## src/verilog/bit_error_tester_pkg.sv

```systemverilog
`default_nettype none
package bit_error_tester_pkg;
  // ************************************************************
  // register map, byte addresses on a 12-bit address
  // ************************************************************
  localparam logic [11:0] ADDR_TESTER_CONTROL = 12'h500; // control and interrupt enables
  localparam logic [11:0] ADDR_BIT_COUNT_LOW = 12'h510; // snapshot of bit counter, low half
  localparam logic [11:0] ADDR_BIT_COUNT_HIGH = 12'h514; // snapshot of bit counter, high half
  localparam logic [11:0] ADDR_ERR_LOW_FLAGS = 12'h518; // flags plus error count low byte
  localparam logic [11:0] ADDR_ERR_HIGH = 12'h51c; // error count upper sixteen bits
  localparam logic [11:0] ADDR_IRQ_STATUS = 12'h520; // sticky interrupt causes
  // ************************************************************
  // field positions
  // ************************************************************
  localparam int CTL_LOAD_COUNTERS = 0; // rising edge snapshots the counters
  localparam int CTL_OVF_IRQ_EN = 13; // overflow cause enable
  localparam int CTL_ERR_IRQ_EN = 14; // bit error cause enable
  localparam int CTL_LOCK_IRQ_EN = 15; // lock change cause enable
  localparam int ST_LOCKED = 0; // real-time lock status
  localparam int ST_ERR_OVF = 1; // error counter overflow
  localparam int ST_BIT_OVF = 2; // bit counter overflow
  localparam int ST_BIT_ERR = 3; // bit error seen
  localparam int ST_LOCK_LOST = 4; // lock lost
  localparam int ST_ALL_ZEROS = 5; // all zeros seen
  localparam int ST_ALL_ONES = 6; // all ones seen
  localparam int IRQ_OVF = 0; // interrupt status: overflow
  localparam int IRQ_ERR = 1; // interrupt status: bit error
  localparam int IRQ_LOCK = 2; // interrupt status: lock change
  // ************************************************************
  // widths, reset values and counts
  // ************************************************************
  localparam int BIT_CNT_W = 32; // bit counter width
  localparam int ERR_CNT_W = 24; // error counter width
  localparam int REG_W = 16; // register data width
  localparam logic [15:0] REG_RESET = 16'h0000; // every register resets to zero
  localparam int LOCK_MATCH_COUNT = 32; // consecutive matches to lock
  localparam int LOSS_ERR_COUNT = 6; // errors in window that drop lock
  localparam int LOSS_WINDOW_BITS = 64; // loss window length in bits
  localparam int RUN_LENGTH = 31; // equal bits for all-zeros / all-ones
  localparam int PATTERN_W = 32; // longest repetitive pattern
  // ************************************************************
  // types
  // ************************************************************
  typedef enum logic [0:0] {HUNT = 1'b0, LOCKED = 1'b1} lock_state_t; // gray along hunt-lock
  typedef struct packed {
    logic wr; // write strobe
    logic rd; // read strobe
    logic [11:0] addr; // byte address
    logic [15:0] wdata; // write data
  } reg_req_t;
  typedef struct packed {
    logic valid; // one-cycle bit strobe
    logic data; // received bit value
  } rx_bit_t;
endpackage : bit_error_tester_pkg
`default_nettype wire

```

## src/verilog/run_detect.sv

```systemverilog
`timescale 1ns/10ps
`default_nettype none
// counts consecutive bits equal to a target value
module run_detect #(
  parameter logic TARGET = 1'b0,
  parameter int LEN = 31
) (
  // clock and reset
  input wire logic i_core_clk,
  input wire logic i_rstn,
  // bit stream
  input wire logic i_valid,
  input wire logic i_bit,
  // results
  output logic o_hit,
  output logic o_broken
);
  logic [5:0] run_reg; // current run length, saturates at LEN
  // ************************************************************
  // run counter
  // ************************************************************
  always_ff @(posedge i_core_clk or negedge i_rstn) begin
    if (!i_rstn) begin
      run_reg <= '0;
    end else if (i_valid) begin
      if (i_bit != TARGET) begin
        run_reg <= '0;
      end else if (run_reg != 6'(LEN)) begin
        run_reg <= run_reg + 6'h01;
      end
    end
  end
  // hit while the run stands at its length, broken on the opposite bit
  assign o_hit = i_valid && (i_bit == TARGET) && (run_reg >= 6'(LEN - 1));
  assign o_broken = i_valid && (i_bit != TARGET);
endmodule : run_detect
`default_nettype wire

```

## src/verilog/rx_bit_error_tester.sv

```systemverilog
// Design decision made here: strobed register access.
`timescale 1ns/10ps
`default_nettype none
// How it works
// RL1 - bit counter counts every received bit
// RL2 - error counter counts every mismatched bit
// RL3 - counters run on while out of lock
// RL4 - load bit rising edge snapshots counters
// RL5 - counters saturate, set their overflow flags
// RL6 - error overflow flag, clear on read
// RL7 - bit overflow flag, clear on read
// RL8 - lock after 32 consecutive matching bits
// RL9 - drop lock on 6 errors in 64
// RL10 - bit error flag only while locked
// RL11 - lock lost flag set entering hunt
// RL12 - all zeros after 31, clear needs one
// RL13 - all ones after 31, clear needs zero
// RL14 - flag register layout with error low byte
// RL15 - upper error count register
// RL16 - upper bit count register readable
// RL17 - counter and status registers reset zero
// RL18 - interrupt causes gated by enable bits
// RL19 - locked compare against regenerated pattern
module rx_bit_error_tester (
  // clock and reset
  input wire logic i_core_clk,
  input wire logic i_rstn,
  // received stream
  input wire bit_error_tester_pkg::rx_bit_t i_rx,
  // register port
  input wire bit_error_tester_pkg::reg_req_t i_req,
  output logic [15:0] o_rdata,
  // interrupt
  output logic o_irq,
  // live status
  output logic o_locked
);
  import bit_error_tester_pkg::*;

  // ************************************************************
  // declarations
  // ************************************************************
  lock_state_t state_reg; // hunt or locked
  logic [PATTERN_W-1:0] hist_reg; // last 32 received bits
  logic [PATTERN_W-1:0] ring_reg; // regenerated pattern while locked
  logic [5:0] match_reg; // consecutive matches in hunt
  logic [5:0] win_reg; // position inside the loss window
  logic [2:0] win_err_reg; // errors inside the loss window
  logic [15:0] ctrl_reg; // control register
  logic [BIT_CNT_W-1:0] bit_snap_reg; // host view of bit counter
  logic [ERR_CNT_W-1:0] err_snap_reg; // host view of error counter
  logic [6:1] flag_reg; // latched flags, bits 1..6
  logic [2:0] irq_stat_reg; // sticky interrupt causes
  logic [15:0] rdata_reg; // read data, valid one cycle after strobe
  logic zero_broken_reg; // a one arrived since all-zeros set
  logic one_broken_reg; // a zero arrived since all-ones set
  logic [BIT_CNT_W-1:0] bit_count; // live bit counter
  logic [ERR_CNT_W-1:0] err_count; // live error counter
  logic bit_full_hit; // bit counter reached all ones
  logic err_full_hit; // error counter reached all ones
  logic zeros_hit; // 31 zeros seen
  logic ones_hit; // 31 ones seen
  logic zeros_broken; // a one seen
  logic ones_broken; // a zero seen
  logic expected; // bit the pattern predicts
  logic mismatch; // received bit differs from prediction
  logic lock_gain; // hunt to locked this cycle
  logic lock_drop; // locked to hunt this cycle
  logic rd_flags; // read of the flag register
  logic load_edge; // rising edge of the load bit
  logic [15:0] wr_ctrl; // incoming control word
  logic [15:0] rdata_next; // read mux output

  // ************************************************************
  // pattern compare
  // ************************************************************
  // in hunt the stream is its own reference, 32 bits back
  // RL19 regenerated copy when locked
  assign expected = (state_reg == LOCKED) ? ring_reg[PATTERN_W-1] : hist_reg[PATTERN_W-1];
  assign mismatch = i_rx.valid && (i_rx.data != expected);
  // RL8 lock on 32 matches
  assign lock_gain = (state_reg == HUNT) && i_rx.valid && !mismatch &&
                     (match_reg == 6'(LOCK_MATCH_COUNT - 1));
  // RL9 six errors in window
  assign lock_drop = (state_reg == LOCKED) && mismatch &&
                     (win_err_reg == 3'(LOSS_ERR_COUNT - 1));

  // history shift register, always running
  always_ff @(posedge i_core_clk or negedge i_rstn) begin
    if (!i_rstn) begin
      hist_reg <= '0;
    end else if (i_rx.valid) begin
      hist_reg <= {hist_reg[PATTERN_W-2:0], i_rx.data};
    end
  end

  // regenerated pattern: captured at lock, then only rotated
  always_ff @(posedge i_core_clk or negedge i_rstn) begin
    if (!i_rstn) begin
      ring_reg <= '0;
    end else if (lock_gain) begin
      ring_reg <= {hist_reg[PATTERN_W-2:0], i_rx.data};
    end else if (i_rx.valid) begin
      ring_reg <= {ring_reg[PATTERN_W-2:0], ring_reg[PATTERN_W-1]};
    end
  end

  // ************************************************************
  // lock state machine
  // ************************************************************
  always_ff @(posedge i_core_clk or negedge i_rstn) begin
    if (!i_rstn) begin
      state_reg <= HUNT;
    end else begin
      case (state_reg)
        // hunting for 32 matching positions
        HUNT: begin
          if (lock_gain) begin
            state_reg <= LOCKED;
          end
        end
        // locked until the window error limit
        LOCKED: begin
          if (lock_drop) begin
            state_reg <= HUNT;
          end
        end
        default: begin
          state_reg <= HUNT;
        end
      endcase
    end
  end

  // consecutive match counter, cleared by any mismatch in hunt
  always_ff @(posedge i_core_clk or negedge i_rstn) begin
    if (!i_rstn) begin
      match_reg <= '0;
    end else if (state_reg == LOCKED) begin
      match_reg <= '0;
    end else if (i_rx.valid) begin
      match_reg <= mismatch ? 6'h00 : match_reg + 6'h01;
    end
  end

  // loss window: 64 bits, error tally restarts each window
  always_ff @(posedge i_core_clk or negedge i_rstn) begin
    if (!i_rstn) begin
      win_reg <= '0;
      win_err_reg <= '0;
    end else if (state_reg != LOCKED) begin
      win_reg <= '0;
      win_err_reg <= '0;
    end else if (i_rx.valid) begin
      win_reg <= win_reg + 6'h01;
      if (win_reg == 6'(LOSS_WINDOW_BITS - 1)) begin
        win_err_reg <= '0;
      end else if (mismatch) begin
        win_err_reg <= win_err_reg + 3'h1;
      end
    end
  end

  // ************************************************************
  // counters
  // ************************************************************
  // RL1 every bit counted
  // RL3 never gated by lock
  sat_counter #(.W(BIT_CNT_W)) u_bit_counter (
    .i_core_clk(i_core_clk),
    .i_rstn(i_rstn),
    .i_inc(i_rx.valid),
    .o_count(bit_count),
    .o_full_hit(bit_full_hit)
  );

  // RL2 every mismatch counted
  sat_counter #(.W(ERR_CNT_W)) u_error_counter (
    .i_core_clk(i_core_clk),
    .i_rstn(i_rstn),
    .i_inc(mismatch),
    .o_count(err_count),
    .o_full_hit(err_full_hit)
  );

  // run detectors for stuck lines
  run_detect #(.TARGET(1'b0), .LEN(RUN_LENGTH)) u_zero_run (
    .i_core_clk(i_core_clk),
    .i_rstn(i_rstn),
    .i_valid(i_rx.valid),
    .i_bit(i_rx.data),
    .o_hit(zeros_hit),
    .o_broken(zeros_broken)
  );

  run_detect #(.TARGET(1'b1), .LEN(RUN_LENGTH)) u_one_run (
    .i_core_clk(i_core_clk),
    .i_rstn(i_rstn),
    .i_valid(i_rx.valid),
    .i_bit(i_rx.data),
    .o_hit(ones_hit),
    .o_broken(ones_broken)
  );

  // ************************************************************
  // control register and snapshot
  // ************************************************************
  assign wr_ctrl = i_req.wdata;
  assign load_edge = i_req.wr && (i_req.addr == ADDR_TESTER_CONTROL) &&
                     wr_ctrl[CTL_LOAD_COUNTERS] && !ctrl_reg[CTL_LOAD_COUNTERS];

  // plain read/write control word
  always_ff @(posedge i_core_clk or negedge i_rstn) begin
    if (!i_rstn) begin
      ctrl_reg <= REG_RESET;
    end else if (i_req.wr && (i_req.addr == ADDR_TESTER_CONTROL)) begin
      ctrl_reg <= wr_ctrl;
    end
  end

  // RL4 snapshot on 0 to 1
  // RL17 snapshots reset to zero
  always_ff @(posedge i_core_clk or negedge i_rstn) begin
    if (!i_rstn) begin
      bit_snap_reg <= '0;
      err_snap_reg <= '0;
    end else if (load_edge) begin
      bit_snap_reg <= bit_count;
      err_snap_reg <= err_count;
    end
  end

  // ************************************************************
  // latched flags
  // ************************************************************
  assign rd_flags = i_req.rd && (i_req.addr == ADDR_ERR_LOW_FLAGS);

  // opposite-bit trackers gate the all-zeros / all-ones clears
  always_ff @(posedge i_core_clk or negedge i_rstn) begin
    if (!i_rstn) begin
      zero_broken_reg <= 1'b0;
      one_broken_reg <= 1'b0;
    end else begin
      zero_broken_reg <= zeros_hit ? 1'b0 : (zero_broken_reg | zeros_broken);
      one_broken_reg <= ones_hit ? 1'b0 : (one_broken_reg | ones_broken);
    end
  end

  // set wins over the clear-on-read in the same cycle
  always_ff @(posedge i_core_clk or negedge i_rstn) begin
    if (!i_rstn) begin
      flag_reg <= '0;
    end else begin
      // RL5 RL6 error overflow latch
      flag_reg[ST_ERR_OVF] <= err_full_hit | (flag_reg[ST_ERR_OVF] & !rd_flags);
      // RL5 RL7 bit overflow latch
      flag_reg[ST_BIT_OVF] <= bit_full_hit | (flag_reg[ST_BIT_OVF] & !rd_flags);
      // RL10 error only when locked
      flag_reg[ST_BIT_ERR] <= (mismatch && state_reg == LOCKED) | (flag_reg[ST_BIT_ERR] & !rd_flags);
      // RL11 set on entering hunt
      flag_reg[ST_LOCK_LOST] <= lock_drop | (flag_reg[ST_LOCK_LOST] & !rd_flags);
      // RL12 zeros clear needs one
      flag_reg[ST_ALL_ZEROS] <= zeros_hit |
                                (flag_reg[ST_ALL_ZEROS] & !(rd_flags & (zero_broken_reg | zeros_broken)));
      // RL13 ones clear needs zero
      flag_reg[ST_ALL_ONES] <= ones_hit |
                               (flag_reg[ST_ALL_ONES] & !(rd_flags & (one_broken_reg | ones_broken)));
    end
  end

  // ************************************************************
  // interrupts
  // ************************************************************
  // sticky causes, cleared by reading their register; set wins
  always_ff @(posedge i_core_clk or negedge i_rstn) begin
    if (!i_rstn) begin
      irq_stat_reg <= '0;
    end else begin
      irq_stat_reg[IRQ_OVF] <= bit_full_hit | err_full_hit |
                               (irq_stat_reg[IRQ_OVF] & !(i_req.rd && i_req.addr == ADDR_IRQ_STATUS));
      irq_stat_reg[IRQ_ERR] <= (mismatch && state_reg == LOCKED) |
                               (irq_stat_reg[IRQ_ERR] & !(i_req.rd && i_req.addr == ADDR_IRQ_STATUS));
      irq_stat_reg[IRQ_LOCK] <= lock_gain | lock_drop |
                                (irq_stat_reg[IRQ_LOCK] & !(i_req.rd && i_req.addr == ADDR_IRQ_STATUS));
    end
  end

  // RL18 enables gate each cause
  assign o_irq = (irq_stat_reg[IRQ_OVF] & ctrl_reg[CTL_OVF_IRQ_EN]) |
                 (irq_stat_reg[IRQ_ERR] & ctrl_reg[CTL_ERR_IRQ_EN]) |
                 (irq_stat_reg[IRQ_LOCK] & ctrl_reg[CTL_LOCK_IRQ_EN]);
  assign o_locked = (state_reg == LOCKED);

  // ************************************************************
  // read path
  // ************************************************************
  // unmapped addresses read as zero
  always_comb begin
    rdata_next = 16'h0000;
    case (i_req.addr)
      ADDR_TESTER_CONTROL: rdata_next = ctrl_reg;
      ADDR_BIT_COUNT_LOW: rdata_next = bit_snap_reg[15:0];
      // RL16 upper bit count half
      ADDR_BIT_COUNT_HIGH: rdata_next = bit_snap_reg[31:16];
      // RL14 flags and low byte
      ADDR_ERR_LOW_FLAGS: rdata_next = {err_snap_reg[7:0], 1'b0, flag_reg, o_locked};
      // RL15 upper error count
      ADDR_ERR_HIGH: rdata_next = err_snap_reg[23:8];
      ADDR_IRQ_STATUS: rdata_next = {13'h0000, irq_stat_reg};
      default: rdata_next = 16'h0000;
    endcase
  end

  // data stands only in the cycle after the strobe
  always_ff @(posedge i_core_clk or negedge i_rstn) begin
    if (!i_rstn) begin
      rdata_reg <= REG_RESET;
    end else begin
      rdata_reg <= i_req.rd ? rdata_next : 16'h0000;
    end
  end
  assign o_rdata = rdata_reg;
endmodule : rx_bit_error_tester
`default_nettype wire

```

## src/verilog/sat_counter.sv

```systemverilog
`timescale 1ns/10ps
`default_nettype none
// saturating up-counter, pulses once when it reaches all ones
module sat_counter #(
  parameter int W = 32
) (
  // clock and reset
  input wire logic i_core_clk,
  input wire logic i_rstn,
  // control
  input wire logic i_inc,
  // results
  output logic [W-1:0] o_count,
  output logic o_full_hit
);
  // ************************************************************
  // counter
  // ************************************************************
  // holds at all ones instead of wrapping
  always_ff @(posedge i_core_clk or negedge i_rstn) begin
    if (!i_rstn) begin
      o_count <= '0;
    end else if (i_inc && !(&o_count)) begin
      o_count <= o_count + 1'b1;
    end
  end
  // pulse only on the step into saturation, so the flag is not re-set
  assign o_full_hit = i_inc && (o_count == {{(W-1){1'b1}}, 1'b0});
endmodule : sat_counter
`default_nettype wire
```

## config.mk

```make
export PLATFORM = sky130hd
export DESIGN_NAME = rx_bit_error_tester
export DESIGN_NICKNAME = d
export VERILOG_FILES = /design/src/verilog/bit_error_tester_pkg.sv /design/src/verilog/run_detect.sv /design/src/verilog/rx_bit_error_tester.sv /design/src/verilog/sat_counter.sv
export SDC_FILE = /design/constraint.sdc
export NUM_CORES = 1
export LEC_CHECK = 0
export BUFFER_PORTS_ARGS = -buffer_cell sky130_fd_sc_hd__buf_4
export CAP_MARGIN = 10
export CORE_MARGIN = 5
export CORE_UTILIZATION = 43
export DETAILED_ROUTE_END_ITERATION = 7
export SLEW_MARGIN = 20
export SYNTH_ARGS = -nofsm -noshare
export SYNTH_HDL_FRONTEND = slang
export SYNTH_SLANG_ARGS = --single-unit
export TNS_END_PERCENT = 30
```

## constraint.sdc

```tcl
create_clock -name i_core_clk -period 3 [get_ports i_core_clk]
set_input_delay 0.3 -clock i_core_clk [delete_from_list [all_inputs] [get_ports i_core_clk]]
set_output_delay 0.3 -clock i_core_clk [all_outputs]
set_load 0.05 [all_outputs]
```

# Word-level counts from Yosys, hierarchy flattened

Index checks and enable logic that the tools add are counted.

Register bits: 247
Input bits: 34
Output and inout port bits: 18
Logic and storage cells: 133

$add $sub $neg: 7
$lt $le $gt $ge: 2
Equal/unequal tests: 17
Mux-type cells: 23
Bitwise logic cells: 31
Reductions and logical operators: 35

Operators with widths:

| operator                                               | count |
|---|---|
| case mux 16 bit (6 select lines)                       | 1 |
| equality test 12 x 11 -> 1 bit (second input constant) | 6 |
| two-way mux 32 bit                                     | 2 |
| two-way mux 6 bit                                      | 9 |
| adder 32 x 1 -> 32 bit (second input constant)         | 1 |
| equality test 32 bit (second input constant)           | 1 |
| AND reduction 32 bit                                   | 1 |
| adder 24 x 1 -> 24 bit (second input constant)         | 1 |
| adder 6 x 1 -> 6 bit (second input constant)           | 4 |
| equality test 24 bit (second input constant)           | 1 |
| AND reduction 24 bit                                   | 1 |
| logical AND 1 bit                                      | 19 |
| two-way mux 16 bit                                     | 1 |
| OR 1 bit                                               | 15 |
| bitwise AND 1 bit                                      | 14 |
| >= comparator 6 x 5 -> 1 bit (second input constant)   | 2 |
| two-way mux 3 bit                                      | 4 |
| != test 6 x 5 -> 1 bit (second input constant)         | 2 |
| logical NOT 1 bit                                      | 8 |
| equality test 6 x 5 -> 1 bit (second input constant)   | 1 |
| equality test 6 bit (second input constant)            | 1 |
| AND reduction 2 bit                                    | 3 |
| nonzero test 2 bit                                     | 3 |
| two-way mux 1 bit                                      | 5 |
| 8 further kinds                                        | 9 |

# Depth between registers and ports, before layout

Depth in word-level cells: 8
Gate-level depth with buffers: 8
Mapped depth without buffers: 6

# Hierarchy

A second synthesis with hierarchy kept.

Cells, all modules: 942
Area, all modules: 11591.1 µm²

By module, submodules not included:

| module                         | times used | cells each | area each (µm²) | sequential area each (µm²) |
|---|---|---|---|---|
| rx_bit_error_tester            | 1          | 585        | 7970.1          | 4479.3 |
| sat_counter at u_bit_counter   | 1          | 156        | 1612.8          | 800.8 |
| sat_counter at u_error_counter | 1          | 115        | 1209.9          | 600.6 |
| run_detect at u_one_run        | 1          | 44         | 401.6           | 150.1 |
| run_detect at u_zero_run       | 1          | 42         | 396.6           | 150.1 |

# Worst setup path before layout

Ideal clock, no wire load.

Path kind: input to register
From: input i_req[19] (netlist bit)
To: register bit_snap_reg[10]
Library setup time: 0.125 ns
Arrival: 2.371 ns
Required time: 2.875 ns
Setup slack: 0.504 ns
Stages on the path: 8
Buffers on the path: 3
Path through: buf_6 > or4_1 > or4_4 > nor2_8 > nand4b_2 > buf_6 > buf_6 > mux2_4

Word-level cells in the longest chain between the ends: 4

RTL lines:

| element                         | line                       | source |
|---|---|---|
| start: declaration              | rx_bit_error_tester.sv:31  | `input wire bit_error_tester_pkg::reg_req_t i_req,` |
| equality test 12 x 11 -> 1 bit  | rx_bit_error_tester.sv:209 | `assign load_edge = i_req.wr && (i_req.addr == ADDR_TESTER_CONTROL) &&` |
| logical AND 1 bit (2 in series) | rx_bit_error_tester.sv:209 |  |
| logical AND 1 bit               | rx_bit_error_tester.sv:210 | `wr_ctrl[CTL_LOAD_COUNTERS] && !ctrl_reg[CTL_LOAD_COUNTERS];` |
| end signal: assignment          | rx_bit_error_tester.sv:228 | `bit_snap_reg <= bit_count;` |
| end: declaration                | rx_bit_error_tester.sv:50  | `logic [BIT_CNT_W-1:0] bit_snap_reg;` |

Every way passes these cells.
A chain may end at the register's enable or synchronous reset.

# Final worst setup path

From: register u_bit_counter.o_count[1]
To: register u_bit_counter.o_count[15]

Word-level cells in the longest chain between the ends: 3
Elaborated cells on any way between the ends: 4
Classes of those cells: 1 x add/sub; 3 x reduce/logical

RTL lines:

| element                                                                        | line              | source |
|---|---|---|
| start: declaration                                                             | sat_counter.sv:13 | `output logic [W-1:0] o_count,` |
| start signal: assignment                                                       | sat_counter.sv:24 | `o_count <= o_count + 1'b1;` |
| parallel branches: the longest is 3 deep, another holds adder 32 x 1 -> 32 bit | --                |  |

Several ways; the timed one is not identified.

==> summary.md <==
| Metric | Value |
|---|---|
| Internal | `6284 uW` |
| Initial core utilization | `43.29%` |
| Crit Path Max Fanout | `11` |
| Routed vias | `7061` |
| Yosys top cell area share | `55.26%` |
| Power per cell area | `633.0 mW/mm^2` |
| Met1 GRT Util | `22.86%` |
| Post-cts sizing count | `0` |
| Die Ht | `171.3 um` |
| Yosys warns | `0` |
| GRT busiest layer | `met2` |
| Htree depth | `1` |
| Final Hold Viols | `0` |
| Placed Cells | `1273` |
| Max stage delay on crit path | `0.44 ns` |
| Commonest non-fill, non-tap cell in the layout | `dfrtp_1` |
| Met2 GRT Util | `24.87%` |
| Post-synth top flop | `dfrtp_1` |
| Port-buffer cells | `51` |
| MaxCap Viol Count | `0` |
| DRC | `0` |
| Final nets | `1028` |
| Clk sinks | `247` |
| Setup tns final | `0 ns` |
| Worst r2r src | `u_bit_counter.o_count[1]$_DFFE_PN0P_` |
| TritonCTS buffer count | `28` |
| Synth Cell Area | `0.01119 mm^2` |
| ANT nets after route | `0` |
| Final HPWL DP | `14.84 mm` |
| Sw Share | `24.38%` |
| Critical path buffer and inverter count | `0` |
| Max-slew headroom | `59.47%` |
| Outcome | `complete, no violations` |
| CP Data Required Time | `3.41 ns` |
| Min-Delay Startpoint | `i_req[5]` |
| Clock Power Share | `42.4%` |
| Number of global-route vias before repair | `7024` |
| Asr flop ratio synth | `100.0%` |
| Post-synth cell types | `55` |
| Placement Rows | `59` |
| Deepest clock path buffer count | `3` |
| Number of synthesized flops with an enable pin | `0` |
| GRT Overall Usage | `15.62%` |
| Core ar. | `0.02584 mm^2` |
| Startpoint types | `register` |
| Non-filler cells, final | `1339` |
| Grt met3 use | `2.367%` |
| Yosys reg bits | `247` |
| Largest cells by area after synthesis | `dfrtp_1 (55%), mux2_2 (6.4%), mux2_4 (5.4%)` |
| Final non-filler cell area | `0.01313 mm^2` |
| Register share of total power | `48.3%` |
| Drt via density | `5.273` |
| Cell mode on critical path | `and4_1` |
| Period minus WS final | `2.266 ns` |
| Post-synth net total | `953` |
| Layout cell share with drive strength beyond 1 | `24.80%` |
| Skew final | `0.008643 ns` |
| Detailed Route WL | `22.36 mm` |
| Post-Synthesis Cells | `907` |
| Finish-stage setup viols | `0` |
| Critical Path End Type | `register` |
| Fmax | `441.2 MHz` |
| Logic gate share of total power | `9.3%` |
| Hold_ws | `0.02561 ns` |
| Die X | `171.3 um` |
| Syn avg cell area | `12.33 um^2` |
| Final estimated routing congestion in global placement | `0.7525` |
| Die area | `0.02934 mm^2` |
| Worst-margin pin slew | `0.5910 ns` |
| Arrival time at the worst endpoint | `2.67 ns` |
| Boundary Pins | `52` |
| Pwr Total | `8309 uW` |
| RSZ-0062 raised after global routing | `no` |
| CTS tree | `built` |
| Initial DRC Count | `431` |
| Placed inst area | `0.01201 mm^2` |
| Avg WL per Cell | `16.70 um` |
| Most frequent cells in the layout | `dfrtp_1 (247), nor2_1 (80), mux2_2 (64), buf_4 (63), nand2_1 (61)` |
| Root buf cell | `clkbuf_16` |
| Total gr overflow | `0` |
| Area Growth Syn to Fin | `17.35%` |
| CP max stage cell | `dfrtp_1` |
| Net Switching | `2026 uW` |
| Leak | `0.006061 uW` |
| Ratio of final minimum period to clock period | `75.55%` |
| Pin count of the biggest net entering global routing | `116` |
| Worst path cell trace | `ha_1 -> and4_1 -> and4_1 -> nand3_1 -> and4b_1 -> xor2_1` |
| Slew Limit Fails | `0` |
| Hold Path Class | `in2reg` |
| CP Class | `reg2reg` |
| Diodes inserted | `0` |
| Maximum vdd drop | `0.3334 mV` |
| Initial antenna violation count | `0` |
| CP Launch Point | `u_bit_counter.o_count[1]$_DFFE_PN0P_` |
| Cell taking the most area after synthesis | `dfrtp_1` |
| CP delay by family, top | `simple AND/OR/NAND/NOR gates` |
| Clk_lat worst skew | `0.53 ns` |
| Sequential share of the synthesized area | `55.26%` |
| Clock Pin Slew Worst Setup and Hold Paths | `0.06 ns` |
| TritonRoute pass-1 iters | `5` |
| First-pass GRT wire length | `37.56 mm` |
power groups by stage:
| stage | sequential [uW] | combinational [uW] | clock, uW |
|---|---|---|---|
| final | 4010 | 775 | 3520 |
| after global routing | 4070 | 891 | 3770 |
| after CTS | 4020 | 793 | 3640 |
| after detailed placement | 4070 | 770 | 0 |
| after global placement | 4070 | 754 | 0 |
| after floorplan | 3960 | 555 | 0 |
metrics by stage:
stage          setup slack, ns  utilization, %
2_1_floorplan           0.5037               -
3_3_place_gp            0.3583           46.47
3_5_place_dp            0.3344           46.47
4_1_cts                 0.7373           50.80
5_1_grt                 0.6180           50.80
6_report                0.7336           50.80
layout make-up:
cell class / instances / area (um^2)
Clock buffer: 39 / 833.3
Inverter: 13 / 48.80
Fill cell: 2241 / 12710
Tap cell: 335 / 419.2
Sequential cell: 247 / 6181
Timing Repair Buffer: 83 / 728.2
Clock inverter: 13 / 146.4
Multi-Input combinational cell: 609 / 4770
worst register-to-register path: stages (launching register included):
cell,delay (ns)
dfrtp_1,0.44
ha_1,0.24
and4_1,0.25
and4_1,0.30
nand3_1,0.41
and4b_1,0.36
xor2_1,0.14
Yosys cell counts (2+ instances only):
cell / n
a21oi_1: 45
a21boi_0: 2
xnor2_1: 48
or4_1: 2
o21bai_1: 4
or2_2: 3
nand3b_1: 2
a211o_1: 2
clkbuf_1: 21
a21o_1: 2
mux2_4: 40
a22oi_1: 13
nand2_1: 61
nor4_1: 2
nor3_1: 6
inv_1: 13
a41oi_1: 2
xor2_1: 16
nand2b_1: 4
or4b_2: 2
o22ai_1: 2
nand4_1: 30
mux4_2: 15
mux2i_1: 40
mux2_2: 64
buf_1: 6
o21ai_0: 29
buf_2: 4
buf_6: 7
nand3_1: 26
nor2_1: 80
and4_1: 6
nor2b_1: 3
and3_1: 13
a31oi_1: 3
o2111a_1: 2
dfrtp_1: 247
and2_1: 12
ha_1: 12
worst paths after layout:
check	cells past startpoint	slack [ns]	to
max in group asynchronous	3	1.80	ctrl_reg[8]$_DFFE_PN0N_
min in group asynchronous	2	0.32	hist_reg[24]$_DFFE_PN0P_
worst min-delay path	2	0.03	ctrl_reg[5]$_DFFE_PN0N_
worst max register to register	6	0.73	u_bit_counter.o_count[15]$_DFFE_PN0P_
worst max-delay path	6	0.73	u_bit_counter.o_count[15]$_DFFE_PN0P_
worst min register to register	1	0.49	win_err_reg[2]$_DFFE_PN0P_
layer usage:
layer,share of wire [%],vias to the layer above
met3,4.2,38
met4,1.7,0
li1,-,3395
met1,47,3511
met5,0,-
met2,47,117
cells by family (layout without fill, tap and decap cells):
kind of cell / Yosys count / count (layout) / share of synthesized area, %
multiplexers: 159 / 159 / 18.41
XOR/XNOR: 64 / 64 / 5.011
flip-flops: 247 / 247 / 55.26
buffers and inverters: 51 / 148 / 2.226
AO/OA/AOI/OAI: 113 / 113 / 6.063
AND/OR/NAND/NOR: 261 / 261 / 11.69
adder cells (fa/ha/maj): 12 / 12 / 1.342
what timing repair did:
item / 4_1_cts / 5_1_grt
buffers inserted: 0 / 0
hold endpoints to repair: 81 / 0
hold buffers: 14 / 0
Note: power is estimated with default switching activity, not from simulation.
